**src/inc/fpec_pkg.sv**
```systemverilog
// Constants and types shared by the flash sequencer and its latch memory.
package fpec_pkg;

	// ------------------------------------------------------------
	// Register byte offsets
	// ------------------------------------------------------------
	localparam logic [7:0] ADR_CTRL  = 8'h00;
	localparam logic [7:0] ADR_KEY   = 8'h04;
	localparam logic [7:0] ADR_PAGE  = 8'h08;
	localparam logic [7:0] ADR_LADDR = 8'h0C;
	localparam logic [7:0] ADR_LDATA = 8'h10;
	localparam logic [7:0] ADR_STAT  = 8'h14;

	// ------------------------------------------------------------
	// Field positions
	// ------------------------------------------------------------
	localparam int CTRL_WR_BIT     = 15;
	localparam int CTRL_PERMIT_BIT = 14;
	localparam int CTRL_FAULT_BIT  = 13;
	localparam int CTRL_ERASE_BIT  = 6;
	localparam int OPSEL_LSB       = 0;
	localparam int OPSEL_W         = 4;
	localparam int STAT_GOT_BIT    = 0;
	localparam int STAT_ARMED_BIT  = 1;
	localparam int STAT_BUSY_BIT   = 2;

	// ------------------------------------------------------------
	// Key values and operation codes
	// ------------------------------------------------------------
	localparam logic [7:0] KEY_FIRST  = 8'h55;
	localparam logic [7:0] KEY_SECOND = 8'hAA;
	localparam logic [3:0] CODE_BULK  = 4'hF;
	localparam logic [3:0] CODE_WORD  = 4'h3;
	localparam logic [3:0] CODE_PAGE  = 4'h2;
	localparam logic [3:0] CODE_ROW   = 4'h1;
	localparam logic [1:0] CMD_PROG_WORD  = 2'h0;
	localparam logic [1:0] CMD_ERASE_PAGE = 2'h1;
	localparam logic [1:0] CMD_ERASE_BULK = 2'h2;

	// ------------------------------------------------------------
	// Array geometry
	// ------------------------------------------------------------
	localparam int ROW_WORDS_DEF  = 64;
	localparam int ROW_IDX_W      = 6;
	localparam int ROW_ALIGN_BITS = 7;
	localparam int BLK_ALIGN_BITS = 10;
	localparam int PROG_AW        = 24;
	localparam int INSTR_W        = 24;
	localparam logic [ROW_IDX_W-1:0] ROW_LAST = 6'h3F;
	localparam logic [PROG_AW-1:0] ROW_MASK =
		~((24'h000001 << ROW_ALIGN_BITS) - 24'h000001);
	localparam logic [PROG_AW-1:0] BLK_MASK =
		~((24'h000001 << BLK_ALIGN_BITS) - 24'h000001);
	localparam logic [15:0] LADDR_STEP = 16'h0002;

	// ------------------------------------------------------------
	// State enumerations
	// ------------------------------------------------------------
	typedef enum logic [1:0] {
		KEY_IDLE,
		KEY_GOT_FIRST,
		KEY_ARMED
	} fpec_key_e;

	typedef enum logic [2:0] {
		OP_IDLE,
		OP_READ,
		OP_ISSUE,
		OP_WAIT,
		OP_DONE
	} fpec_op_e;

endpackage

```
**src/design/fpec_ctrl.sv**
```systemverilog
// Flash program and erase sequencer with a Wishbone register slave.
`timescale 1ns/1ps
// ------------------------------------------------------------
// Summary of operation
// - Start refused unless unlock came just before.
// - Start bit launches; hardware clears it when done.
// - Processor held stalled while an operation runs.
// - Permit bit gates every program and erase.
// - Fault flag set on any improper start.
// - Erase select picks erase or program meaning.
// - Code 1111 bulk erase, serial mode only.
// - Code 0011 programs one word.
// - Code 0010 erases one eight-row block.
// - Code 0001 programs one row from latches.
// - Other codes perform no flash operation.
// - Control bits cleared only by power-on reset.
// - Rows hold 64 words; eight rows per block.
// - Table writes only fill the holding latches.
// - Rows and blocks aligned, low bits ignored.
// ------------------------------------------------------------
module fpec_ctrl
	import fpec_pkg::*;
#(
	parameter int ROW_WORDS = ROW_WORDS_DEF
)
(
	input  wire logic               clk_i,
	input  wire logic               rst_i,
	input  wire logic               sys_rst_i,
	input  wire logic               wb_cyc_i,
	input  wire logic               wb_stb_i,
	input  wire logic               wb_we_i,
	input  wire logic [7:0]         wb_adr_i,
	input  wire logic [3:0]         wb_sel_i,
	input  wire logic [31:0]        wb_dat_i,
	output logic                    wb_ack_o,
	output logic      [31:0]        wb_dat_o,
	input  wire logic               serial_programming_mode_i,
	input  wire logic               flash_done_i,
	input  wire logic               flash_err_i,
	output logic                    flash_req_o,
	output logic      [1:0]         flash_cmd_o,
	output logic      [PROG_AW-1:0] flash_addr_o,
	output logic      [INSTR_W-1:0] flash_wdata_o,
	output logic                    cpu_stall_o
);

	// ------------------------------------------------------------
	// Parameter check
	// ------------------------------------------------------------
	generate
		if (ROW_WORDS != (2 ** ROW_IDX_W))
		begin : g_bad_row
			$error("row size must match the latch index width");
		end
	endgenerate

	// ------------------------------------------------------------
	// State
	// ------------------------------------------------------------
	typedef struct packed {
		logic                 wr;
		logic                 permit;
		logic                 fault;
		logic                 erase;
		logic [OPSEL_W-1:0]   opsel;
		logic [7:0]           page;
		logic [15:0]          laddr;
		fpec_key_e            key;
		fpec_op_e             op;
		logic                 row;
		logic [ROW_IDX_W-1:0] idx;
		logic                 ack;
		logic [31:0]          dat;
		logic                 req;
		logic [1:0]           cmd;
		logic [PROG_AW-1:0]   faddr;
		logic [INSTR_W-1:0]   fdata;
	} fpec_state_s;

	fpec_state_s          q;
	fpec_state_s          d;
	logic [7:0]           word_adr;
	logic                 wr_acc;
	logic                 attempt;
	logic                 start;
	logic                 nop;
	logic                 lat_we;
	logic [15:0]          ctrl_rd;
	logic [31:0]          nw;
	logic [31:0]          rd;
	logic [INSTR_W-1:0]   lat_rdata;
	logic [PROG_AW-1:0]   tgt;

	function automatic logic [31:0] be_merge(
		input logic [31:0] old_v,
		input logic [31:0] new_v,
		input logic [3:0]  sel
	);
		logic [31:0] r;
		r = old_v;
		for (int b = 0; b < 4; b++)
		begin
			if (sel[b])
			begin
				r[8*b +: 8] = new_v[8*b +: 8];
			end
		end
		return r;
	endfunction

	fpec_latch_mem #(
		.WIDTH (INSTR_W),
		.DEPTH (ROW_WORDS),
		.AW    (ROW_IDX_W)
	) u_latch (
		.clk_i   (clk_i),
		.we_i    (lat_we),
		.waddr_i (q.laddr[ROW_ALIGN_BITS-1:1]),
		.wdata_i (wb_dat_i[INSTR_W-1:0]),
		.raddr_i (q.idx),
		.rdata_o (lat_rdata)
	);

	// ------------------------------------------------------------
	// Next state
	// ------------------------------------------------------------
	always_comb
	begin
		d        = q;
		d.req    = 1'b0;
		word_adr = {wb_adr_i[7:2], 2'b00};
		wr_acc   = wb_cyc_i & wb_stb_i & wb_we_i & q.ack;
		attempt  = 1'b0;
		start    = 1'b0;
		nop      = 1'b0;
		lat_we   = 1'b0;
		tgt      = {q.page, q.laddr};

		ctrl_rd                  = 16'h0000;
		ctrl_rd[CTRL_WR_BIT]     = q.wr;
		ctrl_rd[CTRL_PERMIT_BIT] = q.permit;
		ctrl_rd[CTRL_FAULT_BIT]  = q.fault;
		ctrl_rd[CTRL_ERASE_BIT]  = q.erase;
		ctrl_rd[OPSEL_LSB +: OPSEL_W] = q.opsel;
		nw = be_merge({16'h0000, ctrl_rd}, wb_dat_i, wb_sel_i);

		rd = 32'h0000_0000;
		case (word_adr)
			ADR_CTRL:  rd = {16'h0000, ctrl_rd};
			ADR_PAGE:  rd = {24'h00_0000, q.page};
			ADR_LADDR: rd = {16'h0000, q.laddr};
			ADR_STAT:
			begin
				rd[STAT_GOT_BIT]   = (q.key == KEY_GOT_FIRST);
				rd[STAT_ARMED_BIT] = (q.key == KEY_ARMED);
				rd[STAT_BUSY_BIT]  = q.wr;
			end
			default:   rd = 32'h0000_0000;
		endcase

		// Ack one cycle after the request; the write lands on the
		// edge where the master sees ack, so it acts exactly once.
		d.ack = wb_cyc_i & wb_stb_i & ~q.ack;
		d.dat = rd;

		// Register writes are refused while an operation runs; the
		// processor is stalled then, so only a stray master hits it.
		if (wr_acc && !q.wr)
		begin
			d.key = KEY_IDLE;
			case (word_adr)
				ADR_KEY:
				begin
					if (wb_sel_i[0] && wb_dat_i[7:0] == KEY_SECOND &&
						q.key == KEY_GOT_FIRST)
					begin
						d.key = KEY_ARMED;
					end
					else if (wb_sel_i[0] && wb_dat_i[7:0] == KEY_FIRST)
					begin
						d.key = KEY_GOT_FIRST;
					end
				end
				ADR_CTRL:
				begin
					d.permit = nw[CTRL_PERMIT_BIT];
					d.fault  = nw[CTRL_FAULT_BIT];
					d.erase  = nw[CTRL_ERASE_BIT];
					d.opsel  = nw[OPSEL_LSB +: OPSEL_W];
					attempt  = nw[CTRL_WR_BIT];
				end
				ADR_PAGE:
				begin
					d.page = nw[7:0];
				end
				ADR_LADDR:
				begin
					d.laddr = nw[15:0];
				end
				ADR_LDATA:
				begin
					// Latch load only; the array is not touched here.
					lat_we  = 1'b1;
					d.laddr = q.laddr + LADDR_STEP;
				end
				default:
				begin
					d.key = KEY_IDLE;
				end
			endcase
		end

		if (attempt)
		begin
			if (q.key == KEY_ARMED && nw[CTRL_PERMIT_BIT])
			begin
				start = 1'b1;
			end
			else
			begin
				d.fault = 1'b1;
			end
		end

		if (start)
		begin
			d.key   = KEY_IDLE;
			d.wr    = 1'b1;
			d.fault = 1'b0;
			d.row   = 1'b0;
			d.op    = OP_ISSUE;
			if (d.erase && d.opsel == CODE_BULK &&
				serial_programming_mode_i)
			begin
				d.cmd   = CMD_ERASE_BULK;
				d.faddr = '0;
			end
			else if (d.erase && d.opsel == CODE_PAGE)
			begin
				d.cmd   = CMD_ERASE_PAGE;
				d.faddr = tgt & BLK_MASK;
			end
			else if (!d.erase && d.opsel == CODE_WORD)
			begin
				d.cmd   = CMD_PROG_WORD;
				d.faddr = tgt;
				d.idx   = q.laddr[ROW_ALIGN_BITS-1:1];
				d.op    = OP_READ;
			end
			else if (!d.erase && d.opsel == CODE_ROW)
			begin
				d.cmd   = CMD_PROG_WORD;
				d.row   = 1'b1;
				d.faddr = tgt & ROW_MASK;
				d.idx   = '0;
				d.op    = OP_READ;
			end
			else
			begin
				nop  = 1'b1;
				d.op = OP_DONE;
			end
		end

		case (q.op)
			OP_IDLE:
			begin
			end
			OP_READ:
			begin
				d.op = OP_ISSUE;
			end
			OP_ISSUE:
			begin
				d.req   = 1'b1;
				d.fdata = lat_rdata;
				if (q.row)
				begin
					d.faddr = {q.faddr[PROG_AW-1:ROW_ALIGN_BITS],
						q.idx, 1'b0};
				end
				d.op = OP_WAIT;
			end
			OP_WAIT:
			begin
				if (flash_done_i)
				begin
					if (flash_err_i)
					begin
						d.fault = 1'b1;
					end
					if (q.row && q.idx != ROW_LAST && !flash_err_i)
					begin
						d.idx = q.idx + 6'h01;
						d.op  = OP_READ;
					end
					else
					begin
						d.op = OP_DONE;
					end
				end
			end
			OP_DONE:
			begin
				d.wr = 1'b0;
				d.op = OP_IDLE;
			end
			default:
			begin
				d.op = OP_IDLE;
			end
		endcase

		// A warm reset drops only the unlock progress.
		if (sys_rst_i)
		begin
			d.key = KEY_IDLE;
		end
	end

	// Only the power-on reset clears the control bits.
	always_ff @(posedge clk_i)
	begin
		if (rst_i)
		begin
			q <= '0;
		end
		else
		begin
			q <= d;
		end
	end

	assign wb_ack_o      = q.ack;
	assign wb_dat_o      = q.dat;
	assign flash_req_o   = q.req;
	assign flash_cmd_o   = q.cmd;
	assign flash_addr_o  = q.faddr;
	assign flash_wdata_o = q.fdata;
	assign cpu_stall_o   = q.wr;

	// ------------------------------------------------------------
	// Assertions
	// ------------------------------------------------------------
	a_start_key_used: assert property (
		@(posedge clk_i) disable iff (rst_i)
		$rose(q.wr) |-> $past(q.key) == KEY_ARMED)
		else $error("operation began without a fresh unlock");

	a_unlock_consumed: assert property (
		@(posedge clk_i) disable iff (rst_i)
		$rose(q.wr) |-> q.key == KEY_IDLE)
		else $error("unlock survived the start request");

	a_done_clears_wr: assert property (
		@(posedge clk_i) disable iff (rst_i)
		(q.op == OP_WAIT && flash_done_i && !q.row) |-> ##2 !q.wr)
		else $error("start bit not cleared after completion");

	a_stall_while_busy: assert property (
		@(posedge clk_i) disable iff (rst_i)
		(q.op != OP_IDLE) |-> cpu_stall_o)
		else $error("processor released during an operation");

	a_permit_refuses: assert property (
		@(posedge clk_i) disable iff (rst_i)
		(attempt && !nw[CTRL_PERMIT_BIT]) |=> (!q.wr && q.fault))
		else $error("start accepted with operations inhibited");

	a_fault_no_key: assert property (
		@(posedge clk_i) disable iff (rst_i)
		(attempt && q.key != KEY_ARMED) |=> (q.fault && !q.wr))
		else $error("bad start did not raise the fault flag");

	a_nop_no_request: assert property (
		@(posedge clk_i) disable iff (rst_i)
		(start && nop) |=> (!flash_req_o && q.wr) ##1 !q.wr)
		else $error("no-operation code touched the array");

	a_cancel_partial: assert property (
		@(posedge clk_i) disable iff (rst_i)
		(wr_acc && !q.wr && q.key == KEY_GOT_FIRST &&
			word_adr != ADR_KEY) |=> q.key == KEY_IDLE)
		else $error("partial unlock survived another write");

	a_block_aligned: assert property (
		@(posedge clk_i) disable iff (rst_i)
		(flash_req_o && flash_cmd_o == CMD_ERASE_PAGE) |->
			(flash_addr_o & ~BLK_MASK) == '0)
		else $error("block erase address not aligned");

	a_row_req_follows: assert property (
		@(posedge clk_i) disable iff (rst_i)
		(q.op == OP_READ) |=> ##1 (flash_req_o &&
			flash_cmd_o == CMD_PROG_WORD))
		else $error("latch read not followed by a program request");

	a_ack_single: assert property (
		@(posedge clk_i) disable iff (rst_i)
		wb_ack_o |=> !wb_ack_o)
		else $error("ack held for more than one cycle");

endmodule

```
**src/design/fpec_latch_mem.sv**
```systemverilog
// Row holding latches: one write port and a registered read port.
`timescale 1ns/1ps
module fpec_latch_mem
	import fpec_pkg::*;
#(
	parameter int WIDTH = INSTR_W,
	parameter int DEPTH = ROW_WORDS_DEF,
	parameter int AW    = ROW_IDX_W
)
(
	input  wire logic             clk_i,
	input  wire logic             we_i,
	input  wire logic [AW-1:0]    waddr_i,
	input  wire logic [WIDTH-1:0] wdata_i,
	input  wire logic [AW-1:0]    raddr_i,
	output logic      [WIDTH-1:0] rdata_o
);

	typedef struct packed {
		logic [WIDTH-1:0] rdata;
	} fpec_mem_s;

	generate
		if (DEPTH > (2 ** AW) || WIDTH < 1)
		begin : g_bad_size
			$error("latch memory depth does not fit its address");
		end
	endgenerate

	// The latches have no reset; they power up unknown.
	logic [WIDTH-1:0] mem [DEPTH];
	fpec_mem_s        q;
	fpec_mem_s        d;

	always_comb
	begin
		d       = q;
		d.rdata = mem[raddr_i];
	end

	always_ff @(posedge clk_i)
	begin
		q <= d;
		if (we_i)
		begin
			mem[waddr_i] <= wdata_i;
		end
	end

	assign rdata_o = q.rdata;

endmodule

```
**config.mk**
```make
export PLATFORM = sky130hd
export DESIGN_NAME = fpec_ctrl
export DESIGN_NICKNAME = d
export VERILOG_FILES = /design/src/inc/fpec_pkg.sv /design/src/design/fpec_ctrl.sv /design/src/design/fpec_latch_mem.sv
export SDC_FILE = /design/constraint.sdc
export NUM_CORES = 2
export LEC_CHECK = 0
export BUFFER_PORTS_ARGS = -buffer_cell sky130_fd_sc_hd__buf_2
export CAP_MARGIN = 30
export CORE_UTILIZATION = 41
export CTS_CLUSTER_SIZE = 25
export DETAILED_ROUTE_END_ITERATION = 12
export PLACE_DENSITY_LB_ADDON = 0.1
export SYNTH_ARGS = -nofsm -noshare
export SYNTH_HDL_FRONTEND = slang
export SYNTH_HIERARCHICAL = 1
export SYNTH_SLANG_ARGS = --single-unit
```
**constraint.sdc**
```tcl
create_clock -name clk_i -period 3.91 [get_ports clk_i]
set_clock_uncertainty 0.1 [all_clocks]
set_input_delay 0.391 -clock clk_i [delete_from_list [all_inputs] [get_ports clk_i]]
set_output_delay 0.391 -clock clk_i [all_outputs]
set_load 0.01 [all_outputs]
```
Word level (Yosys, flattened, before mapping) --
Memories as Yosys holds them, arrays and structs flattened. A register that Yosys moved wholly into a read port is not among the register bits. Cells that the tools add are included. W data, S select, Z words.
Operators by class: add/subtract/negate cells 2, eq/ne operators 19, mux-type cells 47, bitwise gates (word level) 5, reduce and logical (&&, ||, !) cells 25
Operator list (number):
- $mux W26 | 4
- $mux W24 | 2
- $mux W48 | 1
- $pmux W13 S3 | 1
- $mux W32 | 1
- $pmux W16 S2 | 1
- $mux W10 | 3
- $mux W6 | 5
- $mux W8 | 3
- $pmux W3 S4 | 2
- $mux W1 | 17
- $add A16 B2 Y16 const B | 1
- $eq A6 B2 Y1 const B | 2
- $eq A6 B3 Y1 const B | 2
- $logic_and A1 B1 Y1 | 12
- $mux W3 | 4
- $eq A4 B2 Y1 const B | 2
- $eq A8 B7 Y1 const B | 1
- $eq A8 B8 Y1 const B | 1
- $reduce_and A2 Y1 | 4
- $mux W7 | 1
- $add A6 B1 Y6 const B | 1
- $eq A3 B2 Y1 const B | 2
- $eq A6 B1 Y1 const B | 1
- 18 further kinds | 24
Word-level totals: flip-flop bits (word level) 128, bits in writable memories 1536, bits of input ports 53, output and inout port bits 85, word-level logic and storage cells 117, memories kept 1
Memories:
- u_latch.mem | words 64, width 24, rd ports 1, clocked after Yosys merged registers in 1, wr ports 1, RTL line fpec_latch_mem.sv:31 | logic [WIDTH-1:0] mem [DEPTH];

Longest topological paths before layout --
word-level depth 16, gate-level depth with buffers 10, gate-level depth less buffers 7

By module --
The synthesis kept the hierarchy.
Modules (own cells, without submodules):
- fpec_latch_mem | instances 1, cells an instance 2610, area an instance 59295.6 um^2, seq. area each 46604.7 um^2
- fpec_ctrl | instances 1, cells an instance 704, area an instance 5744.3 um^2, seq. area each 2242.2 um^2

Worst setup path before layout --
Ideal clock, no wire load.
path kind input-to-reg, from input wb_adr_i[2], to memory u_latch/mem[49][0] in the netlist's numbering (enable), setup time 435 ps, data arrival time 3711 ps, data required time 3375 ps, path slack -336 ps, stages on the path 10, path buffers 3, cells stage by stage clkbuf_1 > nor2_1 > clkbuf_1 > and3_1 > clkbuf_1 > nand2_1 > inv_1 > nor2b_1 > nand4_1 > nor3_1
Between the ends: longest elaborated chain between the ends 5
Ends and longest elaborated chain:
- from (decl) | RTL line fpec_ctrl.sv:33 | input wire logic [7:0] wb_adr_i,
- $eq A6 B3 Y1 | RTL line fpec_ctrl.sv:172 | case (word_adr)
- $mux W1 | RTL line fpec_ctrl.sv:172
- $mux W1 | RTL line fpec_ctrl.sv:169 | if (wr_acc && !q.wr)
- net lat_we | RTL line fpec_ctrl.sv:88 | logic lat_we;
- $mux W1 | RTL line fpec_latch_mem.sv:44 | if (we_i)
- $mux W1 (not written as such) | RTL line fpec_latch_mem.sv:46 | mem[waddr_i] <= wdata_i;
- to (decl) | RTL line fpec_latch_mem.sv:31
The timed path passes the listed nets, and every way through them passes these cells.

==> results.json <==
{
  "status": "complete, no violations",
  "clock-root-buffer": "clkbuf_16",
  "setup_viol": 0,
  "row_count": 145,
  "pre_cts_ws_ns": 0.599,
  "avgRoutedWirePerCell_um": 30.9,
  "routabilityCongestion": 0.847,
  "p_clk_frac": 0.442,
  "final_antenna_net_count": 0,
  "synthAdderAreaFrac": 0.000385,
  "io_buffers": 109,
  "synthXorXnorAreaFrac": 0.000808,
  "start_kind": "flop",
  "synth_simple_gate_area_frac": 0.0339,
  "power.share.combinational": 0.015,
  "cts_buffers": 176,
  "viasPerCell": 5.80,
  "wl_met1_mm": 81.4,
  "coreArea_um2": 157000,
  "tightest_slew_ns": 1.03,
  "p_leak_nw": 23.1,
  "async_reset_ff_frac": 0,
  "maxSlewViolCount": 0,
  "gr-total-overflow": 0,
  "yosysSeqAreaShare": 0.751,
  "end_kind": "flop",
  "vias": 33635,
  "period_share": 0.802,
  "drc": 0,
  "p_int_mw": 28.7,
  "postSynthCellCount": 3314,
  "clkSinkCount": 1672,
  "grt_max_degree": 117,
  "wl_met3_mm": 12.0,
  "ir_drop_uv": 486,
  "cp_max_fo": 32,
  "grt_pass1_wl_mm": 254,
  "antenna_found_initial": 6,
  "required_ns": 4.48,
  "power_density_nw_per_um2": 482,
  "routed.top_layer": "met5",
  "relSlewSlack": 0.309,
  "synth_top_family_by_area": "multiplexers",
  "yosys.cell_types.count": 72,
  "synth.ff_latch_count": 1672,
  "finalHoldViolations": 0,
  "synth-compound-area-share": 0.0389,
  "die-area_um2": 160000,
  "hpwlAfterDp_mm": 110,
  "initial_utilization": 0.414,
  "hold_class": "in2reg",
  "fillerInstances": 12895,
  "wl_mm": 179,
  "ios": 138,
  "drtIter0Drc": 3921,
  "fmax_ghz": 0.319,
  "cts_tree": "built",
  "synth_edf_count": 1536,
  "gr-usage-all-layers": 0.223,
  "setup.worst_path.class": "reg2reg",
  "grt_setup_unrepaired": "no",
  "seqPwrFrac": 0.543,
  "firstDrtPassIters": 6,
  "arrival_ns": 3.70,
  "wl_met2_mm": 81.7,
  "switching_share": 0.202,
  "syn_avg_cell_area_um2": 19.6,
  "grt_pass1_vias": 33651,
  "nets": 3641,
  "yosysWarnings": 6,
  "fin_cells": 5802,
  "p_sw_mw": 7.26,
  "synth.area.mux_share": 0.150,
  "cts_resized": 0,
  "clk_latency_ns": 0.81,
  "synth-main-ff-cell": "edfxtp_1",
  "utilization": 0.475,
  "area_growth_pct": 14.7,
  "place_inst": 5432,
  "clock_path_buffers": 3,
  "drive_gt1_frac": 0.284,
  "drv_cap": 0,
  "fin_tns_setup_ns": 0,
  "path_clk_slew_ns": 0.06,
  "cts_max_level": 4,
  "post_synth_instance_area_um2": 65000,
  "period_needed_ns": 3.14,
  "die_width_um": 400,
  "die_h_um": 400,
  "layout_setup_ws_ns": 0.772
}
flip-flops by register name, indices dropped and copies added, names as in the netlist, named ones only:
signal           count
u_latch/rdata_o     24
ctrl_rd              7
flash_wdata_o       24
flash_cmd_o          2
flash_addr_o        24
cpu_stall_o          1
q                   35
wb_ack_o             1
wb_dat_o            16
flash_req_o          1
u_latch/mem       1536
path summary, 6_finish.rpt:
path | slack, ns | start | depth (start not counted) | end
max reg2reg | 0.77 | q[84] | 7 | u_latch/rdata_o[17]
max | 0.77 | q[84] | 7 | u_latch/rdata_o[17]
min | 0.06 | wb_dat_i[18] | 1 | u_latch/mem[31][18]
min reg2reg | 0.35 | u_latch/rdata_o[1] | 2 | flash_wdata_o[1]
cell usage in the layout (no fill, tap or decap), types with 57 or more instances in the layout:
cell type and n:
edfxtp_1 1536, mux4_2 355, buf_4 181, clkbuf_16 179, dfxtp_1 131, nand2_1 130
mux2i_1 111, buf_2 108, nor2_1 93, a21oi_1 89, nor2_2 62, o22ai_1 60
mux2_2 59, a221oi_1 57
cell usage after synthesis, types with 57 or more instances:
cell type  instances  area share
edfxtp_1        1536        0.71
mux4_2           355        0.12
nor2_1           155      0.0089
dfxtp_1          136       0.042
nand2_1          130      0.0075
buf_4            113       0.013
mux2i_1          111       0.017
a21oi_1           89      0.0068
clkbuf_1          77      0.0044
o22ai_1           60      0.0058
mux2_2            59       0.010
a221oi_1          57      0.0077
timing repair:
item / CTS / global route
setup buffers: 0 / 0
hold buffers: 26 / 1
endpoints found under the hold margin: 122 / 20
through the flow:
stage | instance area [µm²] | power [mW] | hold slack, ns
finish | 74600 | 36.0 | 0.0586
global route | 74600 | 36.9 | 0.0529
CTS | 74400 | 36.3 | 0.00939
detailed placement | 68700 | 20.4 | 0.328
global placement | 68500 | 20.4 | 0.321
floorplan | 65100 | 20.0 | 0.317
per-layer routing:
layer	vias to the layer above	track usage
met3	210	0.0343
li1	14085	-
met4	2	0.0614
met1	18019	0.338
met5	-	0
met2	1319	0.337
cells by family after synthesis:
| group | after synthesis |
|---|---|
| and+or+nand+nor | 461 |
| other | 1 |
| xor gates and xnor gates | 6 |
| DFF | 1672 |
| adders and majority gates | 2 |
| muxes | 526 |
| AOI/OAI and AO/OA | 373 |
| buffers and inverters | 273 |
final cells by class:
type	count	area, µm²	share of cell area
antenna	5	12.5	0.000168
clock inverter	93	718	0.00963
clock buffer	238	4780	0.0641
sequential	1672	48900	0.655
inverter	8	30.0	0.000403
multi-input combinational	1384	14800	0.199
tap	2058	2570	0.0345
timing repair buffer	344	2780	0.0372
critical path, stage by stage, from the launching register on:
cell      delay [ns]
dfxtp_4         0.55
buf_4           0.23
buf_12          0.25
mux4_2          0.58
a221oi_1        0.35
o21ai_0         0.32
nand3_1         0.39
o21ai_0         0.15
power by group through the flow:
| stage | registers [mW] | logic [mW] | clock network [mW] |
|---|---|---|---|
| 4_1_cts | 19.5 | 0.536 | 16.2 |
| 3_3_place_gp | 19.9 | 0.472 | 0 |
| 5_1_grt | 19.5 | 0.578 | 16.9 |
| 6_report | 19.5 | 0.544 | 15.9 |
| 3_5_place_dp | 19.9 | 0.517 | 0 |
| 2_1_floorplan | 19.9 | 0.111 | 0 |
Power figures use the tool's default switching activity.
